<file path="src/core/csc_pkg.sv">
// Purpose: shared constants and types for the cache snoop/config link
// Assumes: one processor clock, sys_clk, at 40 MHz
// Notes:   configuration word layout is shared by both ends
package csc_pkg;
  localparam int CFG_W          = 10;
  localparam int CFG_SIZE_BIT   = 0;   // 0 = 256 KB, 1 = 512 KB
  localparam int CFG_TAG_BIT    = 1;   // 0 = 4K tags, 1 = 8K tags
  localparam int CFG_WIDE_BIT   = 2;   // 0 = 64-bit, 1 = 128-bit memory bus
  localparam int CFG_ORDER_BIT  = 3;   // 0 = weak, 1 = strong write ordering
  localparam int CFG_SECT_BIT   = 4;   // 0 = one line, 1 = two lines per sector
  localparam int CFG_RATIO_LSB  = 5;   // 2 bits: 0 = 1:1, 1 = 1:2, 2 = 1:4
  localparam int CFG_XFER_BIT   = 7;   // 0 = four, 1 = eight transfers per line
  localparam int CFG_SNP_LSB    = 8;   // 2 bits: snoop mode
  localparam logic [CFG_W-1:0] CFG_RESET = 10'h000;
  localparam int MEM_MODE_W     = 1;
  localparam int ADDR_W         = 32;
  localparam int RESP_W         = 2;
  localparam int LINK_DIV       = 4;   // adapter snoop clock divider half period
  typedef enum logic [1:0]
  {
    CSC_SNP_SYNC   = 2'b00,
    CSC_SNP_CLOCK  = 2'b01,
    CSC_SNP_STROBE = 2'b10
  } csc_snp_mode_t;
  typedef enum logic [1:0]
  {
    CSC_RSP_MISS  = 2'b00,
    CSC_RSP_HIT   = 2'b01,
    CSC_RSP_HITM  = 2'b10
  } csc_resp_t;
  function automatic logic [1:0] csc_ratio(input logic [CFG_W-1:0] c);
    csc_ratio = c[CFG_RATIO_LSB +: 2];
  endfunction
endpackage

</file>
<file path="src/core/csc_link_if.sv">
// Purpose: pins between cache controller and system bus adapter
// Assumes: two-way cfg pins split into one signal and one enable per end, never resolved
// Notes:   enables high while driving
`timescale 1ns/1ps
interface csc_link_if;
  logic                          rstN;
  logic [csc_pkg::CFG_W-1:0]     cfgPins;
  logic                          cfgPinsOe;
  logic [csc_pkg::CFG_W-1:0]     cfgPinsFromDev;
  logic                          cfgPinsDevOe;
  logic                          snoopValid;
  logic [csc_pkg::ADDR_W-1:0]    snoopAddr;
  logic                          snoop_sample_clock;
  logic                          snoop_capture_strobe_n;
  logic                          snoopBusy;
  logic                          respValid;
  logic [csc_pkg::RESP_W-1:0]    respCode;
  logic                          memClk;
  logic [csc_pkg::MEM_MODE_W-1:0] memMode;
  logic                          memOutStrobe;
  logic                          memInStrobe;
  logic                          snoopParity;
  logic [7:0]                    latched_byte_enable_n;
  logic                          latched_cacheable_n;
  logic                          latched_page_no_cache;
  logic                          latched_page_write_through;
  logic                          latched_split_cycle;
  modport device (input rstN, cfgPins, cfgPinsOe, snoopValid, snoopAddr, snoop_sample_clock,
    snoop_capture_strobe_n, memClk, memMode, memOutStrobe, memInStrobe, snoopParity,
    output cfgPinsFromDev, cfgPinsDevOe, snoopBusy, respValid, respCode,
    latched_byte_enable_n, latched_cacheable_n, latched_page_no_cache,
    latched_page_write_through, latched_split_cycle);
  modport adapter (output rstN, cfgPins, cfgPinsOe, snoopValid, snoopAddr,
    snoop_sample_clock, snoop_capture_strobe_n, memClk, memMode, memOutStrobe,
    memInStrobe, snoopParity,
    input cfgPinsFromDev, cfgPinsDevOe, snoopBusy, respValid, respCode,
    latched_byte_enable_n, latched_cacheable_n, latched_page_no_cache,
    latched_page_write_through, latched_split_cycle);
endinterface

</file>
<file path="src/core/csc_cache_ctrl.sv">
// Purpose: cache controller end: config latch, snoop capture, response, attribute latch
// Assumes: link inputs are asynchronous to sys_clk except in synchronous snoop mode
// Notes:   snoop lookup is modelled by a small address-match table
`timescale 1ns/1ps
// Contract
// - config held during reset, never changed after
// - shared config pins become outputs after reset
// - size, tags, bus width, write ordering selectable
// - sectoring, line ratio, transfers per line selectable
// - three snoop start modes, response synchronous
// - sync mode: capture on clock, snoop next edge
// - sync response on edge after snoop
// - clocked mode: capture on snoop clock, synchronise
// - strobed mode: capture on strobe fall, synchronise
// - memory mode independent of snoop mode
// - clocked memory: data timed to memory clock
// - strobed memory: drive and capture on separate strobes
// - latch processor attributes, re-drive latched copies
// - adapter holds snoops while busy, forwards response
// - adapter resolves other caches' snoop results
// - adapter controls and synchronises memory cycles
// - adapter supplies parity during snoops
module csc_cache_ctrl
  import csc_pkg::*;
#(
  parameter int TAG_ENTRIES = 4
)
(
  input  wire logic                  sys_clk,        // processor clock
  csc_link_if.device                 link,           // adapter pins
  input  wire logic [7:0]            cpu_byte_enables_n, // processor byte enables
  input  wire logic                  cpuCacheReq,    // processor cacheability request
  input  wire logic                  page_no_cache,  // processor page cache disable
  input  wire logic                  page_write_through, // processor page write-through
  input  wire logic                  split_cycle_flag, // processor split cycle
  input  wire logic                  cpuAttrLatch,   // attribute latch strobe
  input  wire logic                  lookupBusy,     // internal resources busy
  input  wire logic                  tagWrite,       // load a modelled tag
  input  wire logic [ADDR_W-1:0]     tagAddr,        // address for loaded tag
  input  wire logic                  tagDirty,       // loaded line is modified
  output logic [CFG_W-1:0]           cfgWord,        // frozen configuration
  output logic [MEM_MODE_W-1:0]      memModeCfg,     // frozen memory bus mode
  output logic                       memDataEn,      // memory data timing pulse
  output logic                       memCaptureEn,   // memory capture timing pulse
  output logic                       parityCaptured  // parity seen on last snoop
);
  import csc_pkg::*;
  logic              rstN;
  assign rstN = link.rstN;
  logic              cfgDone_r, cfgDone_nxt;
  logic [CFG_W-1:0]  cfg_r, cfg_nxt;
  logic [MEM_MODE_W-1:0] memMode_r, memMode_nxt;
  // synchronisers, first stage read only by second
  logic [2:0] sck1_r, sck2_r, sck3_r, stb1_r, stb2_r, stb3_r;
  logic [2:0] mclk_r, mos_r, mis_r;
  logic       vld1_r, vld2_r;
  // link-domain captures: addresses hold stable while request pending
  logic [ADDR_W-1:0] capAddr_r, capAddr_nxt;
  logic              capPend_r, capPend_nxt;
  logic              doSnoop_r, doSnoop_nxt;
  logic [ADDR_W-1:0] snAddr_r, snAddr_nxt;
  logic              respValid_r, respValid_nxt;
  logic [RESP_W-1:0] respCode_r, respCode_nxt;
  logic              busy_r, busy_nxt;
  logic [ADDR_W-1:0] tagA_r [TAG_ENTRIES];
  logic [TAG_ENTRIES-1:0] tagV_r, tagM_r;
  logic [$clog2(TAG_ENTRIES)-1:0] tagPtr_r;
  logic [12:0]       attr_r, attr_nxt;
  logic              memEn_r, memEn_nxt, memCap_r, memCap_nxt, par_r, par_nxt;
  logic              outEn_r, outEn_nxt;
  csc_snp_mode_t     mode;
  logic              sckRise, stbFall, sysReq;
  assign mode    = csc_snp_mode_t'(cfg_r[CFG_SNP_LSB +: 2]);
  assign sckRise = sck2_r[0] & ~sck3_r[0];
  assign stbFall = ~stb2_r[0] & stb3_r[0];
  assign sysReq  = link.snoopValid;
  always_ff @(posedge sys_clk or negedge rstN)
  begin
    if (!rstN)
    begin
      {sck1_r, sck2_r, sck3_r, stb1_r, stb2_r, stb3_r} <= '0;
      {mclk_r, mos_r, mis_r, vld1_r, vld2_r} <= '0;
    end
    else
    begin
      sck1_r <= {2'b00, link.snoop_sample_clock};
      sck2_r <= sck1_r;
      sck3_r <= sck2_r;
      stb1_r <= {2'b00, link.snoop_capture_strobe_n};
      stb2_r <= stb1_r;
      stb3_r <= stb2_r;
      mclk_r <= {mclk_r[1:0], link.memClk};
      mos_r  <= {mos_r[1:0], link.memOutStrobe};
      mis_r  <= {mis_r[1:0], link.memInStrobe};
      vld1_r <= link.snoopValid;
      vld2_r <= vld1_r;
    end
  end
  always_comb
  begin
    cfg_nxt     = cfg_r;
    memMode_nxt = memMode_r;
    cfgDone_nxt = 1'b1;
    outEn_nxt   = 1'b1;
    if (!cfgDone_r)
    begin
      cfg_nxt     = link.cfgPins;
      memMode_nxt = link.memMode;
    end
    capAddr_nxt = capAddr_r;
    capPend_nxt = capPend_r;
    doSnoop_nxt = 1'b0;
    snAddr_nxt  = snAddr_r;
    par_nxt     = par_r;
    // a sync snoop met while busy is held, since the adapter drops valid after one cycle
    if ((mode == CSC_SNP_CLOCK && sckRise && vld2_r)
        || (mode == CSC_SNP_STROBE && stbFall)
        || (mode == CSC_SNP_SYNC && sysReq && lookupBusy))
    begin
      capPend_nxt = 1'b1;
      capAddr_nxt = link.snoopAddr;
    end
    if (!lookupBusy)
    begin
      if (mode == CSC_SNP_SYNC && sysReq)
      begin
        doSnoop_nxt = 1'b1;
        snAddr_nxt  = link.snoopAddr;
        par_nxt     = link.snoopParity;
      end
      else if (capPend_r)
      begin
        doSnoop_nxt = 1'b1;
        snAddr_nxt  = capAddr_r;
        capPend_nxt = 1'b0;
        par_nxt     = link.snoopParity;
      end
    end
    busy_nxt      = lookupBusy | capPend_nxt;
    respValid_nxt = doSnoop_r;
    respCode_nxt  = CSC_RSP_MISS;
    for (int i = 0; i < TAG_ENTRIES; i++)
    begin
      if (tagV_r[i] && tagA_r[i] == snAddr_r)
        respCode_nxt = tagM_r[i] ? CSC_RSP_HITM : CSC_RSP_HIT;
    end
    if (!doSnoop_r)
      respCode_nxt = respCode_r;
    attr_nxt = attr_r;
    if (cpuAttrLatch)
      attr_nxt = {cpu_byte_enables_n, ~cpuCacheReq, page_no_cache,
                  page_write_through, split_cycle_flag, 1'b0};
    if (memMode_r == '0)
    begin
      memEn_nxt  = mclk_r[1] & ~mclk_r[2];
      memCap_nxt = memEn_nxt;
    end
    else
    begin
      memEn_nxt  = mos_r[1] & ~mos_r[2];
      memCap_nxt = mis_r[1] & ~mis_r[2];
    end
  end
  always_ff @(posedge sys_clk or negedge rstN)
  begin
    if (!rstN)
    begin
      cfgDone_r <= 1'b0;
      cfg_r <= CFG_RESET;
      memMode_r <= '0;
      outEn_r <= 1'b0;
      capAddr_r <= '0;
      capPend_r <= 1'b0;
      doSnoop_r <= 1'b0;
      snAddr_r <= '0;
      respValid_r <= 1'b0;
      respCode_r <= '0;
      busy_r <= 1'b1;
      attr_r <= {8'hFF, 5'h10};
      memEn_r <= 1'b0;
      memCap_r <= 1'b0;
      par_r <= 1'b0;
    end
    else
    begin
      cfgDone_r <= cfgDone_nxt;
      cfg_r <= cfg_nxt;
      memMode_r <= memMode_nxt;
      outEn_r <= outEn_nxt;
      capAddr_r <= capAddr_nxt;
      capPend_r <= capPend_nxt;
      doSnoop_r <= doSnoop_nxt;
      snAddr_r <= snAddr_nxt;
      respValid_r <= respValid_nxt;
      respCode_r <= respCode_nxt;
      busy_r <= busy_nxt;
      attr_r <= attr_nxt;
      memEn_r <= memEn_nxt;
      memCap_r <= memCap_nxt;
      par_r <= par_nxt;
    end
  end
  // tag model: round-robin fill
  always_ff @(posedge sys_clk or negedge rstN)
  begin
    if (!rstN)
    begin
      tagV_r <= '0;
      tagM_r <= '0;
      tagPtr_r <= '0;
      for (int i = 0; i < TAG_ENTRIES; i++)
        tagA_r[i] <= '0;
    end
    else if (tagWrite)
    begin
      tagA_r[tagPtr_r] <= tagAddr;
      tagV_r[tagPtr_r] <= 1'b1;
      tagM_r[tagPtr_r] <= tagDirty;
      tagPtr_r <= tagPtr_r + 1'b1;
    end
  end
  assign link.cfgPinsFromDev = {{(CFG_W-RESP_W){1'b0}}, respCode_r};
  assign link.cfgPinsDevOe   = outEn_r;
  assign link.snoopBusy      = busy_r;
  assign link.respValid      = respValid_r;
  assign link.respCode       = respCode_r;
  assign link.latched_byte_enable_n      = attr_r[12:5];
  assign link.latched_cacheable_n        = attr_r[4];
  assign link.latched_page_no_cache      = attr_r[3];
  assign link.latched_page_write_through = attr_r[2];
  assign link.latched_split_cycle        = attr_r[1];
  assign cfgWord        = cfg_r;
  assign memModeCfg     = memMode_r;
  assign memDataEn      = memEn_r;
  assign memCaptureEn   = memCap_r;
  assign parityCaptured = par_r;
endmodule

</file>
<file path="src/flat_wrapper.sv">
// flat-port wrapper written by rule: the top's interface ports become plain ports
module csc_cache_ctrl_flat import csc_pkg::*;
#(
  parameter int TAG_ENTRIES = 4
)
  (sys_clk, cpu_byte_enables_n, cpuCacheReq, page_no_cache, page_write_through, split_cycle_flag, cpuAttrLatch, lookupBusy, tagWrite, tagAddr, tagDirty, cfgWord, memModeCfg, memDataEn, memCaptureEn, parityCaptured, link_rstN, link_cfgPins, link_cfgPinsOe, link_snoopValid, link_snoopAddr, link_snoop_sample_clock, link_snoop_capture_strobe_n, link_memClk, link_memMode, link_memOutStrobe, link_memInStrobe, link_snoopParity, link_cfgPinsFromDev, link_cfgPinsDevOe, link_snoopBusy, link_respValid, link_respCode, link_latched_byte_enable_n, link_latched_cacheable_n, link_latched_page_no_cache, link_latched_page_write_through, link_latched_split_cycle);
  csc_link_if link_i ();
  input  wire logic sys_clk;
  input  wire logic [7:0] cpu_byte_enables_n;
  input  wire logic cpuCacheReq;
  input  wire logic page_no_cache;
  input  wire logic page_write_through;
  input  wire logic split_cycle_flag;
  input  wire logic cpuAttrLatch;
  input  wire logic lookupBusy;
  input  wire logic tagWrite;
  input  wire logic [ADDR_W-1:0] tagAddr;
  input  wire logic tagDirty;
  output logic [CFG_W-1:0] cfgWord;
  output logic [MEM_MODE_W-1:0] memModeCfg;
  output logic memDataEn;
  output logic memCaptureEn;
  output logic parityCaptured;
  input wire logic [$bits(link_i.rstN)-1:0] link_rstN;
  input wire logic [$bits(link_i.cfgPins)-1:0] link_cfgPins;
  input wire logic [$bits(link_i.cfgPinsOe)-1:0] link_cfgPinsOe;
  input wire logic [$bits(link_i.snoopValid)-1:0] link_snoopValid;
  input wire logic [$bits(link_i.snoopAddr)-1:0] link_snoopAddr;
  input wire logic [$bits(link_i.snoop_sample_clock)-1:0] link_snoop_sample_clock;
  input wire logic [$bits(link_i.snoop_capture_strobe_n)-1:0] link_snoop_capture_strobe_n;
  input wire logic [$bits(link_i.memClk)-1:0] link_memClk;
  input wire logic [$bits(link_i.memMode)-1:0] link_memMode;
  input wire logic [$bits(link_i.memOutStrobe)-1:0] link_memOutStrobe;
  input wire logic [$bits(link_i.memInStrobe)-1:0] link_memInStrobe;
  input wire logic [$bits(link_i.snoopParity)-1:0] link_snoopParity;
  output wire logic [$bits(link_i.cfgPinsFromDev)-1:0] link_cfgPinsFromDev;
  output wire logic [$bits(link_i.cfgPinsDevOe)-1:0] link_cfgPinsDevOe;
  output wire logic [$bits(link_i.snoopBusy)-1:0] link_snoopBusy;
  output wire logic [$bits(link_i.respValid)-1:0] link_respValid;
  output wire logic [$bits(link_i.respCode)-1:0] link_respCode;
  output wire logic [$bits(link_i.latched_byte_enable_n)-1:0] link_latched_byte_enable_n;
  output wire logic [$bits(link_i.latched_cacheable_n)-1:0] link_latched_cacheable_n;
  output wire logic [$bits(link_i.latched_page_no_cache)-1:0] link_latched_page_no_cache;
  output wire logic [$bits(link_i.latched_page_write_through)-1:0] link_latched_page_write_through;
  output wire logic [$bits(link_i.latched_split_cycle)-1:0] link_latched_split_cycle;
  assign link_i.rstN = link_rstN;
  assign link_i.cfgPins = link_cfgPins;
  assign link_i.cfgPinsOe = link_cfgPinsOe;
  assign link_i.snoopValid = link_snoopValid;
  assign link_i.snoopAddr = link_snoopAddr;
  assign link_i.snoop_sample_clock = link_snoop_sample_clock;
  assign link_i.snoop_capture_strobe_n = link_snoop_capture_strobe_n;
  assign link_i.memClk = link_memClk;
  assign link_i.memMode = link_memMode;
  assign link_i.memOutStrobe = link_memOutStrobe;
  assign link_i.memInStrobe = link_memInStrobe;
  assign link_i.snoopParity = link_snoopParity;
  assign link_cfgPinsFromDev = link_i.cfgPinsFromDev;
  assign link_cfgPinsDevOe = link_i.cfgPinsDevOe;
  assign link_snoopBusy = link_i.snoopBusy;
  assign link_respValid = link_i.respValid;
  assign link_respCode = link_i.respCode;
  assign link_latched_byte_enable_n = link_i.latched_byte_enable_n;
  assign link_latched_cacheable_n = link_i.latched_cacheable_n;
  assign link_latched_page_no_cache = link_i.latched_page_no_cache;
  assign link_latched_page_write_through = link_i.latched_page_write_through;
  assign link_latched_split_cycle = link_i.latched_split_cycle;
  csc_cache_ctrl #(.TAG_ENTRIES(TAG_ENTRIES)) u_core (.sys_clk(sys_clk), .link(link_i), .cpu_byte_enables_n(cpu_byte_enables_n), .cpuCacheReq(cpuCacheReq), .page_no_cache(page_no_cache), .page_write_through(page_write_through), .split_cycle_flag(split_cycle_flag), .cpuAttrLatch(cpuAttrLatch), .lookupBusy(lookupBusy), .tagWrite(tagWrite), .tagAddr(tagAddr), .tagDirty(tagDirty), .cfgWord(cfgWord), .memModeCfg(memModeCfg), .memDataEn(memDataEn), .memCaptureEn(memCaptureEn), .parityCaptured(parityCaptured));
endmodule
</file>
<file path="config.mk">
export PLATFORM = sky130hd
export DESIGN_NAME = csc_cache_ctrl_flat
export DESIGN_NICKNAME = d
export VERILOG_FILES = /design/src/core/csc_pkg.sv /design/src/core/csc_link_if.sv /design/src/core/csc_cache_ctrl.sv /design/src/flat_wrapper.sv
export SDC_FILE = /design/constraint.sdc
export NUM_CORES = 1
export LEC_CHECK = 0
export BUFFER_PORTS_ARGS = -buffer_cell sky130_fd_sc_hd__buf_2
export CAP_MARGIN = 20
export CORE_UTILIZATION = 62
export CTS_CLUSTER_DIAMETER = 150
export DETAILED_ROUTE_END_ITERATION = 8
export PLACE_DENSITY = 0.91
export SLEW_MARGIN = 20
export SYNTH_ARGS = -nofsm -noshare
export SYNTH_HDL_FRONTEND = slang
export SYNTH_SLANG_ARGS = --single-unit
</file>
<file path="constraint.sdc">
create_clock -name sys_clk -period 5.4 [get_ports sys_clk]
set_input_delay 0.27 -clock sys_clk [delete_from_list [all_inputs] [get_ports sys_clk]]
set_output_delay 0.27 -clock sys_clk [all_outputs]
set_load 0.02 [all_outputs]
</file>
; ---- Word-level counts from Yosys, hierarchy flattened
; Index checks and enable logic that the tools add are counted.
[classes]
n_bitwise = 15
muxes = 27
div = 0
reduce_logical = 16
shift = 0
multipliers = 0
magnitude_cmp = 4
eq_ne = 6
n_addsub = 1
[ops]
columns = op, count
row1 = $bwmux 128, 1
row2 = $eq 32x32->1, 4
row3 = $mux 32, 3
row4 = $demux 32 s2, 1
row5 = $mux 2, 8
row6 = $mux 1, 12
row7 = $logic_and 1x1->1, 11
row8 = $not 1->1, 7
row9 = $and 1x1->1, 5
row10 = $bwmux 4, 1
row11 = $or 4x4->4, 1
row12 = $ge 3x3->1 const B, 1
row13 = $lt 2x3->1 const B, 1
row14 = $lt 3x1->1 const B, 1
row15 = $not 2->3, 1
row16 = $add 2x1->2 const B, 1
row17 = $demux 1 s2, 1
row18 = $eq 2x1->1 const B, 1
row19 = $eq 2x2->1 const B, 1
row20 = $ge 2x1->1 const B, 1
row21 = $logic_not 2->1, 1
row22 = $logic_or 1x1->1, 2
row23 = $reduce_and 2->1, 1
row24 = $reduce_bool 2->1, 1
row25 = $or 1x1->1, 1
[word_totals]
mem_bits_ro = 0
ff_bits = 252
latchBits = 0
n_memories = 0
wordCells = 101
ramBits = 0

; ---- Longest topological paths before layout
; Gate-level depths: netlist of run 1.
[depth]
word_depth = 11
depth_mapped = 8
depth_no_buf = 7

; ---- Worst setup path before layout of run 1
; OpenSTA, ideal clock, no wires.
[synth_timing]
path_kind = register -> register
startpoint = reg u_core.snAddr_r[4]
endpoint = reg u_core.respCode_r[1] (netlist: u_core.link.respCode[1])
path_stages_with_launch = 9
required_time_ns = 5.323
arrival_time_ns = 1.765
setup_time_ns = 0.077
setup_slack_ns = 3.558
path_cell_list = dfrtp_1 > buf_6 > xor2_1 > nor4_1 > nand4_1 > or3_4 > mux2i_1 > nand2b_1 > a21oi_1
[synth_between]
elab_chain_cells = 6
word_cells_on_any_way = 12
[synth_lines]
columns = element, line
row1 = "start, declared", csc_cache_ctrl.sv:61  ; logic [ADDR_W-1:0] snAddr_r, snAddr_nxt;
row2 = "start signal, assigned", csc_cache_ctrl.sv:193  ; snAddr_r <= snAddr_nxt;
row3 = $eq 32x32->1, csc_cache_ctrl.sv:144  ; if (tagV_r[i] && tagA_r[i] == snAddr_r)
row4 = $logic_and 1x1->1, csc_cache_ctrl.sv:144
row5 = $mux 2 (3 in a row), csc_cache_ctrl.sv:144
row6 = $mux 2 (*), csc_cache_ctrl.sv:144
row7 = "end signal, assigned", csc_cache_ctrl.sv:195  ; respCode_r <= respCode_nxt;
row8 = "end, declared", csc_cache_ctrl.sv:63  ; logic [RESP_W-1:0] respCode_r, respCode_nxt;
; Mark *: on every way between the ends. The rest lies on a longest branch, timed or not.
; A chain may end at the register's enable or synchronous reset.

; ---- Worst setup path after layout of run 1
[layout_timing]
startpoint = reg u_core.snAddr_r[5]
endpoint = reg u_core.respCode_r[0] (netlist: u_core.link.respCode[0])
; The elaborated chain is that of the path after synthesis.

==> results of run 1 <==
[area by class of cell]
cell class	instances	area (sq um)
flip-flops and latches	252	6320
multi-input cells	517	4480
fillers	1021	4130
repair buffers	197	1340
clock buffers	43	806
well taps	225	282
clock inverters	4	47.5
inverters	5	18.8
[state kept, by name, indices dropped and copies added, names as in the netlist, 2 cells and up]
| name | cells |
|---|---|
| u_core.mclk_r | 3 |
| u_core.capAddr_r | 32 |
| u_core.tagPtr_r | 2 |
| u_core.attr_r | 12 |
| u_core.tagM_r | 4 |
| u_core.tagV_r | 4 |
| u_core.tagA_r | 128 |
| u_core.mis_r | 3 |
| u_core.mos_r | 3 |
| u_core.link.respCode | 2 |
| u_core.cfgWord | 10 |
| u_core.snAddr_r | 32 |
[metrics by stage]
step	power (mW)	std cells
2_1_floorplan	4.75	845
3_3_place_gp	5.20	1139
3_5_place_dp	5.35	1139
4_1_cts	7.21	1241
5_1_grt	7.59	1243
6_report	7.26	1243
[kinds of logic after synthesis]
family          after synthesis  synth area share, %
buf+inv                      76                 3.65
fa+ha+maj                     4                0.449
other cells                   2               0.0674
compound gates               45                 2.14
mux                         221                 21.9
simple gates                109                 4.94
xor+xnor                    129                 10.1
flops                       252                 56.7
[worst paths after layout]
| check | from | slack, ps | endpoint |
|---|---|---|---|
| setup / recovery | u_core.snAddr_r[5] | 2870 | u_core.link.respCode[0] |
| hold / removal | link_cfgPins[0] | 5 | u_core.cfgWord[0] |
| setup reg to reg | u_core.snAddr_r[5] | 2870 | u_core.link.respCode[0] |
| hold reg to reg | u_core.stb1_r[0] | 360 | u_core.stb2_r[0] |
| max in group asynchronous | link_rstN | 3610 | u_core.tagA_r[76] |
| min in group asynchronous | link_rstN | 190 | u_core.cfgWord[3] |
[cell usage after synthesis (5+ instances only)]
library cell | n | area share (%)
xor2_1 | 123 | 9.7
mux2_2 | 186 | 19
nand2_1 | 47 | 1.6
nand2b_1 | 5 | 0.28
nor3_1 | 5 | 0.22
o21ai_0 | 37 | 1.7
dfrtp_1 | 242 | 54
clkbuf_1 | 32 | 1.1
xnor2_1 | 6 | 0.47
buf_4 | 12 | 0.81
inv_1 | 5 | 0.17
buf_6 | 7 | 0.71
nand3_1 | 9 | 0.40
dfstp_2 | 10 | 2.4
buf_2 | 19 | 0.85
mux2i_1 | 35 | 3.1
nor4_1 | 28 | 1.6
[worst max-delay path, cell delays in order, from the launching register on]
cell and delay (ps):
dfrtp_1 490, xor2_1 230, nor4_1 620, nand3_1 140, nor3_1 430, and2b_1 250
a21boi_0 130, a21oi_2 160
[layer usage]
metal,vias to the layer above,routed length (microns)
li1,3177,-
met1,3656,10700
met2,220,13500
met3,41,1360
met4,0,549
met5,-,0
[power by group through the flow]
| stage | Combinational [mW] | Sequential [mW] | Clock, mW |
|---|---|---|---|
| floorplan | 1.76 | 2.99 | 0 |
| global placement | 2.00 | 3.20 | 0 |
| detailed placement | 2.08 | 3.27 | 0 |
| CTS | 2.17 | 3.25 | 1.79 |
| global route | 2.37 | 3.35 | 1.87 |
| finish | 2.20 | 3.28 | 1.78 |
[timing repair]
item | CTS | global route
buffers inserted | 0 | 0
hold endpoints to repair | 187 | 0
gates resized for setup | 0 | 0
hold buffers | 55 | 0
==> impl_results.md, run 1 <==
- Share of cells above drive strength 1: 37.5%
- Switch Pwr: 2.46 mW
- Global routing usage on met1: 37.8%
- Antenna violations before repair: 0
- Seq/Total Area, Yosys: 56.7%
- Drt total wl: 26100 microns
- Congestion Overflow GR: 0
- Mapped Area: 0.0111 sq mm
- HP Class: in -> reg
- Setup TNS: 0 ps
- Initial Utilization: 64.0%
- Sw Share: 33.9%
- Horiz. Die Dim: 136 microns
- TritonCTS Sinks: 252
- Antenna Cells: 0
- Post-route cell area: 0.0133 sq mm
- Dpl ws: 3020 ps
- Yosys warns: 0
- Critical path capture point type: flop
- WL/cell: 21.0 microns
- Startpoint Class: flop
- Worst r2r path cells: 7
- Most frequent cells in the layout: 242 x dfrtp_1, 186 x mux2_2, 131 x buf_2
- WS Path Type: reg -> reg
- Worst hold margin: 4.92 ps
- Leak: 6.04 nW
- Clock transition at the registers of the reported paths: 60 ps
- Arrival @ worst endpoint: 2980 ps
- Final core occ: 76.3%
- Clock power share: 24.6%
- Placement row count: 48
- All-Layer GR Usage: 28.9%
- Comb power frac: 30.3%
- EDFF count, synth: 0
- DRT iter0 DRCs: 438
- GR Util met3: 4.47%
- Critical Path RT: 5850 ps
- Vias/cell: 5.71
- Flops & latches, synth: 252
- Clk buf depth: 3
- DRC viols: 0
- Final Net Count: 1105
- Layout area overhead: 19.2%
- Final min period: 2530 ps
- Largest net degree at the start of global routing: 137
- Post-place instance area: 0.0118 sq mm
- Global route hottest layer: met2
- Port Buffer Count: 132
- Layout Skew: 7.46 ps
- Fmax: 395 MHz
- Hold depth: 2
- Antenna-violating nets left: 0
- RSZ-0062 raised after global routing: false
- Mapped Cells: 838
- CTS Buf Count: 27
- Die Y: 136 microns
- Vias in the first global route: 7449
- Reg power frac: 45.2%
- CP max FO: 5
- Commonest non-fill, non-tap cell in the layout: dfrtp_1
- Yosys cell types: 34
- CTS tree: done
- Async SR Flop Fraction: 100%
- H-tree lvl count: 1
- Met2 Usage GRT: 50.5%
- IO Pins: 142
- Die area: 0.0185 sq mm
- Hold Violations, Final: 0
- Worst-Skew Late Latency: 520 ps
- Pwr/cell area: 546 mW/mm^2
- Detailed placement HPWL: 15600 microns
- Final WS setup: 2870 ps
- Main synth FF type: dfrtp_1
- Core area: 0.0174 sq mm
- Max Cap Viol: 0
- Pre-antenna DRT Iters: 4
- Avg Cell Area, Syn: 13.3 sq um
- GPL Wtd Cong: 0.858
- Slew @ Worst Pin: 761 ps
- Final worst path period share: 46.8%
- Max_slew headroom: 49.3%
- Global-route wire length before repair: 40400 microns
- Routed vias: 7094
- Worst VDD drop: 0.366 mV
- Endpoints failing setup: 0
- Status: completed
- Slew Limit Fails: 0
- Root Driver: clkbuf_16
- Pint: 4.80 mW
Note: power is estimated with default switching activity, not from simulation.
==> run 2: changes to the inputs <==
- CORE_UTILIZATION: 62 -> 52
- PLACE_DENSITY: 0.91 -> 0.82
- clock period: 5.4 -> 2.22 ns (I/O delays scaled with it)
==> run 2 against run 1 <==
Against the previous run:
- register-to-register slack worse by 2700 ps
- wire length is 0.32% higher
- largest cell class unchanged
- combinational power increased to 2.6 times the previous value
- flip-flop and latch count is the same
- critical endpoint is now u_core.link.respCode[1]
- global-route usage shrank 4.0 points
- die area grew 19%
- utilization is 9.8 points lower
- clock-buffer cell count stayed put
- cell area is 5.2% higher
==> impl_results.md, run 2 (synthesis gave the netlist of run 1 again) <==
- Global-route wire length before repair: 42400 microns
- Most frequent cells in the layout: 238 x dfrtp_1, 186 x mux2_2, 131 x buf_2
- WL/cell: 19.3 microns
- Max Cap Viol: 0
- Core area: 0.0210 sq mm
- All-Layer GR Usage: 24.9%
- Endpoints failing setup: 0
- Max reg flops: 128
- RSZ-0062 raised after global routing: false
- Final worst path period share: 93.7%
- Fmax: 481 MHz
- Final min period: 2080 ps
- Pwr/cell area: 1270 mW/mm^2
- DRC viols: 0
- Flop-to-flop setup slack: 140 ps
- CTS Buf Count: 26
- Slew Limit Fails: 0
- Die Y: 148 microns
- Worst VDD drop: 0.844 mV
- Max_slew headroom: 63.7%
- Hold Violations, Final: 0
- Top reg by flops: u_core.tagA_r
- Vias in the first global route: 7864
- Congestion Overflow GR: 0
- Antenna-violating nets left: 0
- Worst-Skew Late Latency: 530 ps
- Horiz. Die Dim: 148 microns
- Setup TNS: 0 ps
- Power, Total: 17.7 mW
- GPL Wtd Cong: 0.854
- Initial Utilization: 53.0%
- Startpoint Class: flop
- Drt total wl: 26200 microns
- Non-filler cells, final: 1356
- Commonest non-fill, non-tap cell in the layout: dfrtp_1
- Placement row count: 53
- Status: completed
- Antenna Cells: 0
- Die area: 0.0220 sq mm
- Clk buf depth: 3
- Slew @ Worst Pin: 544 ps
- Arrival @ worst endpoint: 2530 ps
- WS Path Type: reg -> reg
- CTS tree: done
- Largest net degree at the start of global routing: 83
- IO Pins: 142
- Critical Path RT: 2670 ps
- Leak: 6.30 nW
- Layout area overhead: 25.4%
- Top Registers: u_core.tagA_r: 128 flops, u_core.capAddr_r: 32 flops, u_core.snAddr_r: 32 flops
- Dpl ws: 66.1 ps
- Routed vias: 7127
- H-tree lvl count: 1
- Port Buffer Count: 132
- Vias/cell: 5.26
- Clock transition at the registers of the reported paths: 60 ps
- Final Net Count: 1168
- Root Driver: clkbuf_16
- Antenna violations before repair: 0
- Layout Skew: 16.1 ps
- CP max FO: 4
- Final WS setup: 139 ps
- HP Class: in -> reg
- TritonCTS Sinks: 252
- Placed Cells: 1208
- Detailed placement HPWL: 17200 microns
- Pre-antenna DRT Iters: 4
- Share of cells above drive strength 1: 38.2%
- Critical path capture point type: flop
- DRT iter0 DRCs: 368
==> run 2: power breakdown <==
part           total (mW)  internal (mW)  switching, mW
clock network        4.06           2.34           1.73
registers            7.84           6.35           1.49
logic                5.78           3.00           2.78
==> run 2: repair_timing <==
action / 4_1_cts / 5_1_grt
endpoints found under the hold margin: 315 / 0
gates resized for setup: 1 / 14
buffers inserted: 0 / 3
pin swaps: 0 / 5
hold buffers: 99 / 0
endpoints found under the setup margin: 2 / 2
==> run 2: per-stage QoR <==
| step | util, % | instance area, sq um | hold WS, ps |
|---|---|---|---|
| 2_1_floorplan | - | 11200 | -185 |
| 3_3_place_gp | 57.6 | 12100 | 102 |
| 3_5_place_dp | 57.6 | 12100 | 103 |
| 4_1_cts | 66.1 | 13900 | 51.7 |
| 5_1_grt | 66.5 | 14000 | 63.4 |
| 6_report | 66.5 | 14000 | 66.8 |
==> run 2: area by class of cell <==
cell class              count  area, sq um
fillers                  1503         7040
inverters                   5         18.8
clock inverters             3         26.3
flip-flops and latches    252         6320
repair buffers            261         1960
clock buffers              43          764
well taps                 275          344
multi-input cells         517         4540
==> run 2: worst paths after layout <==
check / cells after the start / end / from
setup / recovery: 8 / u_core.link.respCode[1] / u_core.snAddr_r[17]
hold / removal: 2 / u_core.attr_r[12] / cpuAttrLatch
setup reg to reg: 8 / u_core.link.respCode[1] / u_core.snAddr_r[17]
hold reg to reg: 0 / u_core.sck2_r[0] / u_core.sck1_r[0]
max in group asynchronous: 3 / u_core.snAddr_r[29] / link_rstN
min in group asynchronous: 2 / u_core.mos_r[0] / link_rstN
==> run 2: routing by layer <==
layer	GRT usage (%)	part of all wire [%]	vias up
li1	-	-	3296
met4	6.80	2.1	0
met2	42.7	50	207
met5	0	0	-
met1	32.9	43	3586
met3	4.11	5.6	38
==> run 2: critical path: stages (launching register included) <==
cell and delay (ps):
dfrtp_1 430, buf_4 170, xor2_1 150, nor4_1 250
nand3_1 140, or3_4 410, mux2i_2 160, nand2b_1 140
a21oi_1 140
